File: src/hdl/scg_regs.svh
// Register offsets, field positions, reset values and codes of the clock unit
`ifndef SCG_REGS_SVH
`define SCG_REGS_SVH
`define SCG_OFF_CTRL 8'h00
`define SCG_OFF_PSC 8'h04
`define SCG_OFF_OSCEN 8'h08
`define SCG_OFF_OSCSTAT 8'h0c
`define SCG_OFF_XOSC 8'h10
`define SCG_OFF_RTC 8'h14
`define SCG_OFF_PLL 8'h18
`define SCG_OFF_FREQUENCY_LOCK_CALIBRATOR 8'h1c
`define SCG_OFF_CAL32K 8'h20
`define SCG_OFF_CAL2M 8'h24
`define SCG_OFF_CAL32M 8'h28
`define SCG_OFF_FAIL 8'h2c
`define SCG_NSRC 6
`define SCG_SRC_RC2M 3'h0
`define SCG_SRC_RC32M 3'h1
`define SCG_SRC_RC32K 3'h2
`define SCG_SRC_XOSC 3'h3
`define SCG_SRC_PLL 3'h4
`define SCG_SRC_LFX 3'h5
`define SCG_IDX_RC2M 0
`define SCG_IDX_RC32M 1
`define SCG_IDX_XOSC 3
`define SCG_IDX_PLL 4
`define SCG_OSCEN_RST 6'h01
`define SCG_PSA_MAX 4'h9
`define SCG_RTC_LFX 2'h0
`define SCG_RTC_RC32K 2'h1
`define SCG_RTC_ULP 2'h2
`define SCG_PLLREF_XOSC 2'h2
`define SCG_DIV32_LAST 5'h1f
`define SCG_FAIL_EN_BIT 0
`define SCG_FAIL_FLAG_BIT 1
`define SCG_RTC_EN_BIT 2
`define SCG_XOSC_EXT_BIT 2
`define SCG_XOSC_LP_BIT 3
`define SCG_PLL_SRC_LSB 6
`endif

File: src/hdl/scg_pkg.sv
// Types shared by the clock unit and its users
package scg_pkg;
  // APB request from the bus master
  typedef struct packed {
    logic psel;
    logic penable;
    logic pwrite;
    logic [7:0] paddr;
    logic [31:0] pwdata;
  } scg_apb_req_t;
  // APB answer to the bus master
  typedef struct packed {
    logic pready;
    logic pslverr;
    logic [31:0] prdata;
  } scg_apb_rsp_t;
  // Derived clock enables, one pulse per clock period
  typedef struct packed {
    logic quad_rate_peripheral_clock;
    logic double_rate_peripheral_clock;
    logic peripheral_clock;
    logic processor_clock;
  } scg_clk_en_t;
endpackage

File: src/hdl/scg_clock_unit.sv
// System clock generation unit: source select, prescalers, calibration, failure monitor
//
// The APB slave port and the placing of the registers are this design's own decisions.
`timescale 1ns/1ns
`include "scg_regs.svh"
module scg_clock_unit #(
  parameter int CAL_W = 7,
  parameter int DCNT_W = 16,
  parameter logic [15:0] COMP_2M = 16'h07a1,
  parameter logic [15:0] COMP_32M = 16'h7a12
) (
  // Clock and reset
  input wire logic i_sys_clk,
  input wire logic i_rst_n,
  // APB slave
  input wire scg_pkg::scg_apb_req_t i_apb,
  output scg_pkg::scg_apb_rsp_t o_apb,
  // Oscillator ticks and ready flags: rc2m, rc32m, rc32k, xosc, pll, low-freq crystal
  input wire logic [5:0] i_src_tick,
  input wire logic [5:0] i_src_ready,
  input wire logic i_ulp_tick,
  // Power and failure
  input wire logic i_cpu_halt,
  input wire logic i_sleep_deep,
  input wire logic i_xosc_fail,
  // Factory calibration values
  input wire logic [CAL_W-1:0] i_fuse_cal32k,
  input wire logic [CAL_W-1:0] i_fuse_cal2m,
  input wire logic [CAL_W-1:0] i_fuse_cal32m,
  // Derived clock enables
  output scg_pkg::scg_clk_en_t o_clk_en,
  output logic o_rtc_async_clock,
  output logic o_ulp_1k_tick,
  output logic o_rc32k_1k_tick,
  // Oscillator controls and failure NMI
  output logic [5:0] o_osc_en,
  output logic o_ultra_low_power_osc_en,
  output logic [1:0] o_xosc_mode,
  output logic o_crystal_output_pin_release,
  output logic o_lf_lowpower,
  output logic [1:0] o_pll_src,
  output logic [4:0] o_pll_fac,
  output logic [CAL_W-1:0] o_cal32k,
  output logic [CAL_W-1:0] o_cal2m,
  output logic [CAL_W-1:0] o_cal32m,
  output logic o_nmi
);
  import scg_pkg::*;

  // Parameter check
  initial begin
    if (CAL_W < 1 || CAL_W > 16 || DCNT_W < 8 || DCNT_W > 16) begin
      $error("scg_clock_unit: unsupported width parameter");
    end
  end

  // Last count of a divide-by-2^n stage
  function automatic logic [8:0] div_last(input logic [3:0] n);
    div_last = 9'((10'h001 << n) - 10'h001);
  endfunction

  // Saturating step of a calibration value
  function automatic logic [CAL_W-1:0] cal_step(input logic [CAL_W-1:0] v, input logic up);
    logic [CAL_W-1:0] mx;
    mx = '1;
    if (up) begin
      cal_step = (v == mx) ? v : CAL_W'(v + 1'b1);
    end else begin
      cal_step = (v == '0) ? v : CAL_W'(v - 1'b1);
    end
  endfunction

  logic rst_q1;
  logic rst_n;
  // Reset release through two flops
  always_ff @(posedge i_sys_clk or negedge i_rst_n) begin
    if (!i_rst_n) begin
      rst_q1 <= 1'b0;
      rst_n <= 1'b0;
    end else begin
      rst_q1 <= 1'b1;
      rst_n <= rst_q1;
    end
  end

  logic [2:0] sel;
  logic [2:0] pend_sel;
  logic [3:0] psa;
  logic [1:0] psbc;
  logic [3:0] psa_act;
  logic [1:0] psbc_act;
  logic [5:0] osc_en;
  logic [3:0] xosc_cfg;
  logic [2:0] rtc_cfg;
  logic [4:0] pll_fac;
  logic [1:0] pll_src;
  logic [3:0] frequency_lock_calibrator_cfg;
  logic [CAL_W-1:0] cal32k;
  logic [CAL_W-1:0] cal_rc [2];
  logic fail_en;
  logic fail_flag;
  logic load_pend;
  logic [8:0] cnt_a;
  logic [1:0] cnt_b;
  logic cnt_c;
  logic [4:0] cnt32 [3];
  logic [DCNT_W-1:0] dcnt [2];
  logic [31:0] prdata;
  logic slverr;

  // APB decode
  logic wr;
  logic setup;
  logic [7:0] addr;
  logic [31:0] wd;
  logic mapped;
  assign wr = i_apb.psel && i_apb.penable && i_apb.pwrite;
  assign setup = i_apb.psel && !i_apb.penable;
  assign addr = i_apb.paddr;
  assign wd = i_apb.pwdata;
  assign mapped = (addr[1:0] == 2'h0) && (addr <= `SCG_OFF_FAIL);

  // Main selected clock and failure conditions
  logic main_selected_clock;
  logic fail_sys;
  logic fail_evt;
  logic mon_on;
  assign main_selected_clock = i_src_tick[sel];
  assign mon_on = fail_en && !i_sleep_deep;
  assign fail_evt = mon_on && i_xosc_fail;
  assign fail_sys = (sel == `SCG_SRC_XOSC) || (sel == `SCG_SRC_PLL && pll_src >= `SCG_PLLREF_XOSC);

  // Prescaler chain pulses
  logic [1:0] b_last;
  logic c_last;
  logic pls4;
  logic pls2;
  logic pls1;
  // Stage B and C last counts
  always_comb begin
    unique case (psbc_act)
      2'h0: begin b_last = 2'h0; c_last = 1'b0; end
      2'h1: begin b_last = 2'h0; c_last = 1'b1; end
      2'h2: begin b_last = 2'h1; c_last = 1'b1; end
      2'h3: begin b_last = 2'h3; c_last = 1'b0; end
    endcase
  end
  assign pls4 = main_selected_clock && (cnt_a == div_last(psa_act));
  assign pls2 = pls4 && (cnt_b == b_last);
  assign pls1 = pls2 && (cnt_c == c_last);

  assign o_clk_en.quad_rate_peripheral_clock = pls4 && !i_sleep_deep;
  assign o_clk_en.double_rate_peripheral_clock = pls2 && !i_sleep_deep;
  assign o_clk_en.peripheral_clock = pls1 && !i_sleep_deep;
  assign o_clk_en.processor_clock = pls1 && !i_sleep_deep && !i_cpu_halt;

  // Prescaler counters, 512 x 4 at most
  always_ff @(posedge i_sys_clk or negedge rst_n) begin
    if (!rst_n) begin
      cnt_a <= '0;
      cnt_b <= '0;
      cnt_c <= 1'b0;
    end else if (main_selected_clock) begin
      cnt_a <= pls4 ? 9'h000 : 9'(cnt_a + 1'b1);
      if (pls4) begin
        cnt_b <= pls2 ? 2'h0 : 2'(cnt_b + 1'b1);
      end
      if (pls2) begin
        cnt_c <= pls1 ? 1'b0 : !cnt_c;
      end
    end
  end

  always_ff @(posedge i_sys_clk or negedge rst_n) begin
    if (!rst_n) begin
      psa_act <= '0;
      psbc_act <= '0;
    end else if (pls1) begin
      psa_act <= psa;
      psbc_act <= psbc;
    end
  end

  // Prescaler setting, stage A up to 2^9
  always_ff @(posedge i_sys_clk or negedge rst_n) begin
    if (!rst_n) begin
      psa <= '0;
      psbc <= '0;
    end else if (wr && addr == `SCG_OFF_PSC && wd[3:0] <= `SCG_PSA_MAX) begin
      psa <= wd[3:0];
      psbc <= wd[5:4];
    end
  end

  // Source selection request and switch
  always_ff @(posedge i_sys_clk or negedge rst_n) begin
    if (!rst_n) begin
      sel <= `SCG_SRC_RC2M;
      pend_sel <= `SCG_SRC_RC2M;
    end else if (fail_evt && fail_sys) begin
      sel <= `SCG_SRC_RC2M;
      pend_sel <= `SCG_SRC_RC2M;
    end else begin
      if (wr && addr == `SCG_OFF_CTRL && wd[2:0] <= `SCG_SRC_LFX
          && osc_en[wd[2:0]] && i_src_ready[wd[2:0]]) begin
        pend_sel <= wd[2:0];
      end
      // Change at end of old period
      if (pend_sel != sel && i_src_tick[sel]) begin
        sel <= pend_sel;
      end
    end
  end

  // Oscillator enables
  logic [5:0] en_keep;
  always_comb begin
    en_keep = '0;
    en_keep[sel] = 1'b1;
    en_keep[pend_sel] = 1'b1;
  end
  always_ff @(posedge i_sys_clk or negedge rst_n) begin
    if (!rst_n) begin
      osc_en <= `SCG_OSCEN_RST;
    end else if (fail_evt && fail_sys) begin
      osc_en <= `SCG_OSCEN_RST;
    end else if (fail_evt) begin
      osc_en[`SCG_IDX_XOSC] <= 1'b0;
    end else if (wr && addr == `SCG_OFF_OSCEN) begin
      osc_en <= wd[5:0] | en_keep;
    end
  end

  // Crystal mode, external input, low power
  always_ff @(posedge i_sys_clk or negedge rst_n) begin
    if (!rst_n) begin
      xosc_cfg <= '0;
    end else if (wr && addr == `SCG_OFF_XOSC && !osc_en[`SCG_IDX_XOSC]) begin
      xosc_cfg <= wd[3:0];
    end
  end

  always_ff @(posedge i_sys_clk or negedge rst_n) begin
    if (!rst_n) begin
      pll_fac <= 5'h01;
      pll_src <= '0;
    end else if (wr && addr == `SCG_OFF_PLL && !osc_en[`SCG_IDX_PLL] && wd[4:0] != 5'h00) begin
      pll_fac <= wd[4:0];
      pll_src <= wd[`SCG_PLL_SRC_LSB +: 2];
    end
  end

  always_ff @(posedge i_sys_clk or negedge rst_n) begin
    if (!rst_n) begin
      rtc_cfg <= '0;
    end else if (wr && addr == `SCG_OFF_RTC && wd[1:0] <= `SCG_RTC_ULP) begin
      rtc_cfg <= wd[2:0];
    end
  end

  always_ff @(posedge i_sys_clk or negedge rst_n) begin
    if (!rst_n) begin
      frequency_lock_calibrator_cfg <= '0;
    end else if (wr && addr == `SCG_OFF_FREQUENCY_LOCK_CALIBRATOR) begin
      frequency_lock_calibrator_cfg <= wd[3:0];
    end
  end

  // Divide-by-32 prescalers: 0 ulp, 1 rc32k, 2 low-freq crystal
  logic [2:0] t32;
  logic [2:0] t1k;
  assign t32 = {i_src_tick[`SCG_SRC_LFX], i_src_tick[`SCG_SRC_RC32K], i_ulp_tick};
  always_ff @(posedge i_sys_clk or negedge rst_n) begin
    if (!rst_n) begin
      for (int i = 0; i < 3; i++) begin
        cnt32[i] <= '0;
      end
    end else begin
      for (int i = 0; i < 3; i++) begin
        if (t32[i]) begin
          cnt32[i] <= 5'(cnt32[i] + 1'b1);
        end
      end
    end
  end
  always_comb begin
    for (int i = 0; i < 3; i++) begin
      t1k[i] = t32[i] && (cnt32[i] == `SCG_DIV32_LAST);
    end
  end
  assign o_ulp_1k_tick = t1k[0];
  assign o_rc32k_1k_tick = t1k[1];

  // RTC clock, not gated by sleep
  always_comb begin
    unique case (rtc_cfg[1:0])
      `SCG_RTC_LFX: o_rtc_async_clock = rtc_cfg[`SCG_RTC_EN_BIT] && t32[2];
      `SCG_RTC_RC32K: o_rtc_async_clock = rtc_cfg[`SCG_RTC_EN_BIT] && t32[1];
      default: o_rtc_async_clock = rtc_cfg[`SCG_RTC_EN_BIT] && t32[0];
    endcase
  end
  assign o_ultra_low_power_osc_en = rtc_cfg[`SCG_RTC_EN_BIT] && rtc_cfg[1:0] == `SCG_RTC_ULP;

  // Reset-time factory load pending flag
  always_ff @(posedge i_sys_clk or negedge rst_n) begin
    if (!rst_n) begin
      load_pend <= 1'b1;
    end else begin
      load_pend <= 1'b0;
    end
  end

  // 32.768 kHz calibration load and write
  always_ff @(posedge i_sys_clk or negedge rst_n) begin
    if (!rst_n) begin
      cal32k <= '0;
    end else if (load_pend) begin
      cal32k <= i_fuse_cal32k;
    end else if (wr && addr == `SCG_OFF_CAL32K) begin
      cal32k <= wd[CAL_W-1:0];
    end
  end

  // Frequency lock calibrators, one per fast RC
  logic [1:0] dref;
  logic [DCNT_W-1:0] dcomp [2];
  assign dcomp[0] = DCNT_W'(COMP_2M);
  assign dcomp[1] = DCNT_W'(COMP_32M);
  assign dref[0] = frequency_lock_calibrator_cfg[2] ? t1k[2] : t1k[1];
  assign dref[1] = frequency_lock_calibrator_cfg[3] ? t1k[2] : t1k[1];
  always_ff @(posedge i_sys_clk or negedge rst_n) begin
    if (!rst_n) begin
      for (int k = 0; k < 2; k++) begin
        dcnt[k] <= '0;
        cal_rc[k] <= '0;
      end
    end else begin
      for (int k = 0; k < 2; k++) begin
        if (load_pend) begin
          cal_rc[k] <= (k == 0) ? i_fuse_cal2m : i_fuse_cal32m;
        end else if (frequency_lock_calibrator_cfg[k] && dref[k]) begin
          if (dcnt[k] != dcomp[k]) begin
            cal_rc[k] <= cal_step(cal_rc[k], dcnt[k] < dcomp[k]);
          end
        end else if (!frequency_lock_calibrator_cfg[k] && wr && addr == ((k == 0) ? `SCG_OFF_CAL2M : `SCG_OFF_CAL32M)) begin
          // Manual calibration when loop is off
          cal_rc[k] <= wd[CAL_W-1:0];
        end
        if (!frequency_lock_calibrator_cfg[k] || dref[k]) begin
          dcnt[k] <= '0;
        end else if (i_src_tick[k]) begin
          dcnt[k] <= DCNT_W'(dcnt[k] + 1'b1);
        end
      end
    end
  end

  // Failure monitor: enable sticks until reset, flag cleared by writing one
  always_ff @(posedge i_sys_clk or negedge rst_n) begin
    if (!rst_n) begin
      fail_en <= 1'b0;
      fail_flag <= 1'b0;
      o_nmi <= 1'b0;
    end else begin
      if (wr && addr == `SCG_OFF_FAIL && wd[`SCG_FAIL_EN_BIT]) begin
        fail_en <= 1'b1;
      end
      // Flag and NMI on system failure
      if (fail_evt && fail_sys) begin
        fail_flag <= 1'b1;
      end else if (wr && addr == `SCG_OFF_FAIL && wd[`SCG_FAIL_FLAG_BIT]) begin
        fail_flag <= 1'b0;
      end
      o_nmi <= fail_evt && fail_sys;
    end
  end

  // APB read data captured in setup phase
  always_ff @(posedge i_sys_clk or negedge rst_n) begin
    if (!rst_n) begin
      prdata <= '0;
      slverr <= 1'b0;
    end else if (setup) begin
      slverr <= !mapped;
      prdata <= '0;
      unique case (addr)
        `SCG_OFF_CTRL: prdata[2:0] <= sel;
        `SCG_OFF_PSC: prdata[5:0] <= {psbc, psa};
        `SCG_OFF_OSCEN: prdata[5:0] <= osc_en;
        `SCG_OFF_OSCSTAT: prdata[6:0] <= {o_ultra_low_power_osc_en, osc_en & i_src_ready};
        `SCG_OFF_XOSC: prdata[3:0] <= xosc_cfg;
        `SCG_OFF_RTC: prdata[2:0] <= rtc_cfg;
        `SCG_OFF_PLL: prdata[7:0] <= {pll_src, 1'b0, pll_fac};
        `SCG_OFF_FREQUENCY_LOCK_CALIBRATOR: prdata[3:0] <= frequency_lock_calibrator_cfg;
        `SCG_OFF_CAL32K: prdata[CAL_W-1:0] <= cal32k;
        `SCG_OFF_CAL2M: prdata[CAL_W-1:0] <= cal_rc[0];
        `SCG_OFF_CAL32M: prdata[CAL_W-1:0] <= cal_rc[1];
        `SCG_OFF_FAIL: prdata[1:0] <= {fail_flag, fail_en};
        default: prdata <= '0;
      endcase
    end
  end
  assign o_apb.pready = 1'b1;
  assign o_apb.prdata = prdata;
  assign o_apb.pslverr = slverr && i_apb.psel && i_apb.penable;

  // Control outputs
  assign o_osc_en = osc_en;
  assign o_xosc_mode = xosc_cfg[1:0];
  assign o_crystal_output_pin_release = xosc_cfg[`SCG_XOSC_EXT_BIT];
  assign o_lf_lowpower = xosc_cfg[`SCG_XOSC_LP_BIT];
  assign o_pll_src = pll_src;
  assign o_pll_fac = pll_fac;
  assign o_cal32k = cal32k;
  assign o_cal2m = cal_rc[0];
  assign o_cal32m = cal_rc[1];

  // Checks
  a_reset_src_2m: assert property (@(posedge i_sys_clk) $rose(rst_n) |-> sel == `SCG_SRC_RC2M
    && !osc_en[`SCG_IDX_PLL]) else $error("source not 2 MHz RC after reset");
  a_frequency_lock_calibrator_off_rst: assert property (@(posedge i_sys_clk) $rose(rst_n) |-> frequency_lock_calibrator_cfg[1:0] == 2'h0)
    else $error("calibrator on after reset");
  a_cpu_halt_gate: assert property (@(posedge i_sys_clk) disable iff (!rst_n)
    i_cpu_halt |-> !o_clk_en.processor_clock) else $error("cpu clock during halt");
  a_fast_nesting: assert property (@(posedge i_sys_clk) disable iff (!rst_n)
    o_clk_en.peripheral_clock |-> o_clk_en.double_rate_peripheral_clock
    && o_clk_en.quad_rate_peripheral_clock) else $error("derived clocks out of phase");
  a_sel_refused: assert property (@(posedge i_sys_clk) disable iff (!rst_n)
    (wr && addr == `SCG_OFF_CTRL && !fail_evt && !(i_src_ready[wd[2:0]] && osc_en[wd[2:0]]))
    |=> pend_sel == $past(pend_sel))
    else $error("unready source accepted");
  a_fail_switch: assert property (@(posedge i_sys_clk) disable iff (!rst_n)
    (fail_evt && fail_sys) |=> sel == `SCG_SRC_RC2M && o_nmi && fail_flag)
    else $error("failure not handled");
  a_cal_load: assert property (@(posedge i_sys_clk) $rose(rst_n) |=> cal32k == $past(i_fuse_cal32k)
    && o_cal2m == $past(i_fuse_cal2m)) else $error("factory calibration not loaded");
  a_ulp_auto: assert property (@(posedge i_sys_clk) disable iff (!rst_n)
    o_ulp_1k_tick |=> cnt32[0] == 5'h00) else $error("ulp divider");
  a_psc_hold: assert property (@(posedge i_sys_clk) disable iff (!rst_n)
    $changed(psa_act) |-> $past(pls1)) else $error("prescaler changed mid period");
  a_src_switch: assert property (@(posedge i_sys_clk) disable iff (!rst_n)
    ($changed(sel) && sel != `SCG_SRC_RC2M) |-> $past(main_selected_clock))
    else $error("source switched mid period");
endmodule // scg_clock_unit

File: config.mk
export PLATFORM = sky130hd
export DESIGN_NAME = scg_clock_unit
export DESIGN_NICKNAME = d
export VERILOG_FILES = /design/src/hdl/scg_pkg.sv /design/src/hdl/scg_clock_unit.sv
export VERILOG_INCLUDE_DIRS = /design/src /design/src/hdl
export SDC_FILE = /design/constraint.sdc
export NUM_CORES = 1
export LEC_CHECK = 0
export ABC_CLOCK_PERIOD_IN_PS = 7800
export BUFFER_PORTS_ARGS = -buffer_cell sky130_fd_sc_hd__buf_4
export CORE_UTILIZATION = 25
export DETAILED_ROUTE_END_ITERATION = 6
export GPL_TIMING_DRIVEN = 0
export PLACE_DENSITY_LB_ADDON = 0.3
export SLEW_MARGIN = 40
export SYNTH_ARGS = -nofsm -noshare
export SYNTH_HDL_FRONTEND = slang
export SYNTH_SLANG_ARGS = --single-unit
File: constraint.sdc
create_clock -name i_sys_clk -period 7.8 [get_ports i_sys_clk]
set_input_delay 0.78 -clock i_sys_clk [delete_from_list [all_inputs] [get_ports i_sys_clk]]
set_output_delay 0.78 -clock i_sys_clk [all_outputs]
set_load 0.03 [all_outputs]
; ---- After elaboration in Yosys (flattened, before gate mapping)
; Index checks and enable logic that the tools add are counted.
[word_totals]
reg_bits = 137
elab_cells = 240
inputBits = 82
output_inout_bits = 81
[op_classes]
mux = 55
magnitude_cmp = 12
shift = 1
reduce_logical = 89
addsub = 12
bitwise_logic = 3
eq_ne = 36
[ops]
columns = op, n
row1 = $mux W7, 16
row2 = $mux W16, 4
row3 = $logic_and A1 B1 Y1, 52
row4 = $add A16 B1 Y16 const B, 2
row5 = $eq A8 B5 Y1 const B, 4
row6 = $eq A8 B6 Y1 const B, 4
row7 = $pmux W2 S12, 1
row8 = $eq A8 B4 Y1 const B, 2
row9 = $lt A16 B11 Y1 const B, 1
row10 = $lt A16 B15 Y1 const B, 1
row11 = $ne A16 B11 Y1 const B, 1
row12 = $ne A16 B15 Y1 const B, 1
row13 = $ne A4 B4 Y1 const B, 4
row14 = $add A5 B1 Y5 const B, 3
row15 = $eq A5 B5 Y1 const B, 3
row16 = $mux W3, 5
row17 = $add A7 B1 Y7 const B, 2
row18 = $eq A7 B7 Y1 const B, 2
row19 = $logic_not A7 Y1, 2
row20 = $pmux W2 S7, 1
row21 = $reduce_bool A2 Y1, 7
row22 = $sub A7 B1 Y7 const B, 2
row23 = $lt A3 B4 Y1 const B, 3
row24 = $mux W1, 12
row25 = other kinds (42), 73

; ---- Logic depth before layout (Yosys ltp)
[logic_depth]
word_depth = 9
ltp_mapped = 12
depth_no_buf = 12

; ---- Least setup slack after synthesis
; OpenSTA, ideal clock, no wires.
[synth_timing]
path_kind = register -> output
from = register psa_act[2]
to = output port o_clk_en[0] (netlist bit)
n_path_buf = 2
t_arrival_ps = 3201
stages_incl_launch_ff = 12
required_ps = 7020
setup_slack_ps = 3819
path_cell_list = dfrtp_1 -> clkbuf_1 -> nor2_1 -> nand3b_1 -> ha_1 -> clkbuf_1 -> nor3_1 -> o211ai_1 -> and3_1 -> nor4_2 -> nand3_1 -> nor4_1
[synth_rtl]
columns = item, line
row1 = start: declaration, scg_clock_unit.sv:90  ; logic [3:0] psa_act;
row2 = start signal: assignment, scg_clock_unit.sv:179  ; psa_act <= psa;
row3 = end: declaration, scg_clock_unit.sv:31  ; output scg_pkg::scg_clk_en_t o_clk_en,

==> run metrics <==
Routed Antenna Nets 0; vias in the first global route 6832; total grt overflow 0; worst-path fanout max 10; Yosys top cell area share 40.1%; Filler Cells Inserted 3461; initial core utilization 25.6%; max cap viols 0; Achievable Freq 0.227 GHz; Via-to-Cell Ratio 4.85; Post-CTS Setup Inserts 0; routability congestion estimate 0.859; Worst Setup End Kind primary output; std cell rows 66; Ports 163; Register-to-Register Path Depth 10; total power 2.08 mW; leakage power figure 4.66 nW; unrepaired setup endpoints after global routing no; worst skew pair latency 0.43 ns; setup violators final 0; DR WL/cell 17.9 um; Comb power frac 20.7%; initial antenna violation count 0; Detailed Route WL 26.7 mm; Final nets 1149; Period minus WS final 4.41 ns; Pwr Density 199 mW/mm2; Sequential Power Share 41.6%; drc violations 0; Synth top cells by count 134 x dfrtp_1, 85 x nor2_1, 76 x nand2_1; Yosys reg bits 137; CP required 7.02 ns; yosys warns 0; Synth area leader dfrtp_1; vias post-DR 7242; Net Sw Frac 31.6%; synth unique cells 79; H-tree depth 4; Post-synth top flop dfrtp_1; critical path class register to primary output; first-pass GRT wire length 40.1 mm; clock transition at the registers of the reported paths 0.06 ns; Die ar. 0.0342 mm2; Synth area leaders dfrtp_1 40%, mux2_2 5.8%, nor2_1 3.8%, ha_1 3.7%, xor2_1 3.7%; relative slew slack 40.8%; post-synthesis cell count 885; Final Max Slew Viols 0; CTS resizes 0; Reg-to-Reg Start dcnt[10]; layout cells sized above 1 22.3%; Peak VDD IR 0.000131 V; CTS max path bufs 2; Root Buffer clkbuf_16; Placed Cells incl. Taps 1463; crit path launch type register; IO Port Bufs 107; Pint 1.42 mW; DRT Pass-1 Iters 5; Die H 185 um; status completed; ANT cells 0; All-Layer GR Usage 15.7%; DP HPWL 20.4 mm; clock network power share 37.7%; CTS Hold Buffers Added 0; CTS tree yes; Syn Std Cell Area 0.00837 mm2; share of async-settable or async-resettable flops after synthesis 100%; Initial DRC Count 593; most common cell in the netlist dfrtp_1; Sw Pwr 0.656 mW; core area 0.0327 mm2; Die W 185 um; Hold Crit Class primary input to async pin; Post-synth EDFFs 0; Syn Area/Cell 9.46 um2; CTS Sinks 137; Fin Clk Skew 0.0169 ns; final hold violation count 0; Synth-to-Final Area Change 25.1%; flop-to-flop setup slack 4.00 ns; final non-filler cell total 1494; largest net degree at the start of global routing 37; CP arrival 3.63 ns; Fin Setup TNS 0 ns; period utilisation layout 56.5%; TritonCTS buffer count 17; crit path from psa_act[2]; Slew @ Worst Pin 0.882 ns; sequential-to-total area share from yosys stat 41.0%
[sequential cells by signal (all words and copies together) (netlist names), 4 cells and up]
register and cells:
cnt32 15, cnt_a 9, dcnt 32, frequency_lock_calibrator_cfg 4, o_cal2m 7, o_cal32k 7, o_cal32m 7, o_osc_en 6
o_pll_fac 5, prdata 8, psa 4, psa_act 4, xosc_cfg 4
[area by class of cell]
cell class	instances	area [um2]	area share (%)
Buffer	68	355	3.39
Clock buffer	19	443	4.23
Timing Repair Buffer	111	883	8.44
Inverter	24	90.1	0.860
Tap cell	442	553	5.28
Clock inverter	12	119	1.14
Multi-Input combinational cell	681	4590	43.9
Sequential cell	137	3440	32.8
[cell usage in the layout (no fill, tap or decap), drive strengths merged, types with 15 or more instances in the layout]
cell	count
nand3	28
and3	15
xnor2	22
nand2	76
nor2	86
buf	141
a21oi	32
conb	27
dfrtp	134
o21ai	55
nand4	18
inv	26
ha	25
clkbuf	57
mux2i	30
mux2	43
xor2	35
[kinds of logic after synthesis]
kind of cell,share of synthesized area [%]
other cells,0.0897
compound gates,13.8
flops,41.0
xor+xnor,5.96
buf+inv,5.32
simple gates,19.4
fa+ha+maj,4.21
mux,10.2
[per-layer routing]
metal  vias to the layer above  global-route usage [%]  share of wire [%]
li1                       3459                       -                  -
met1                      3542                    20.6                 45
met2                       219                    26.1                 48
met3                        22                    3.32                5.8
met4                         0                    3.93                1.2
met5                         -                       0                  0
[power groups by stage]
stage / combinational, mW / clock, mW / sequential, mW
6_report: 0.430 / 0.785 / 0.865
5_1_grt: 0.476 / 0.834 / 0.876
4_1_cts: 0.434 / 0.806 / 0.866
3_5_place_dp: 0.433 / 0 / 0.877
3_3_place_gp: 0.406 / 0 / 0.889
2_1_floorplan: 0.270 / 0 / 0.887
[final timing paths]
check                               to
setup reg to reg           o_cal32m[6]
max in group asynchronous  o_osc_en[0]
min in group i_sys_clk           rst_n
hold / removal                   rst_n
setup / recovery           o_clk_en[3]
hold reg to reg               dcnt[28]
[worst max-delay path, stage by stage (launching register included)]
cell and delay, ns:
dfrtp_1 0.37, clkbuf_1 0.22, nor2_1 0.34, nand3b_1 0.12
ha_1 0.23, clkbuf_1 0.22, nor3_1 0.21, o211ai_1 0.12
and3_1 0.21, nor4_2 0.37, and2_1 0.23, buf_2 0.24
nor2b_1 0.16, buf_4 0.17
[per-stage QoR]
step           util (%)  cell area [um2]  hold slack (ns)  setup WS, ns
5_1_grt            32.0            10500            0.103          2.99
6_report           32.0            10500            0.126          3.39
3_5_place_dp       30.3             9910            0.211          3.83
4_1_cts            32.0            10500            0.109          3.38
2_1_floorplan         -             8470            0.331          3.71
3_3_place_gp       30.0             9820            0.337          1.72
Note: power is estimated with default switching activity, not from simulation.
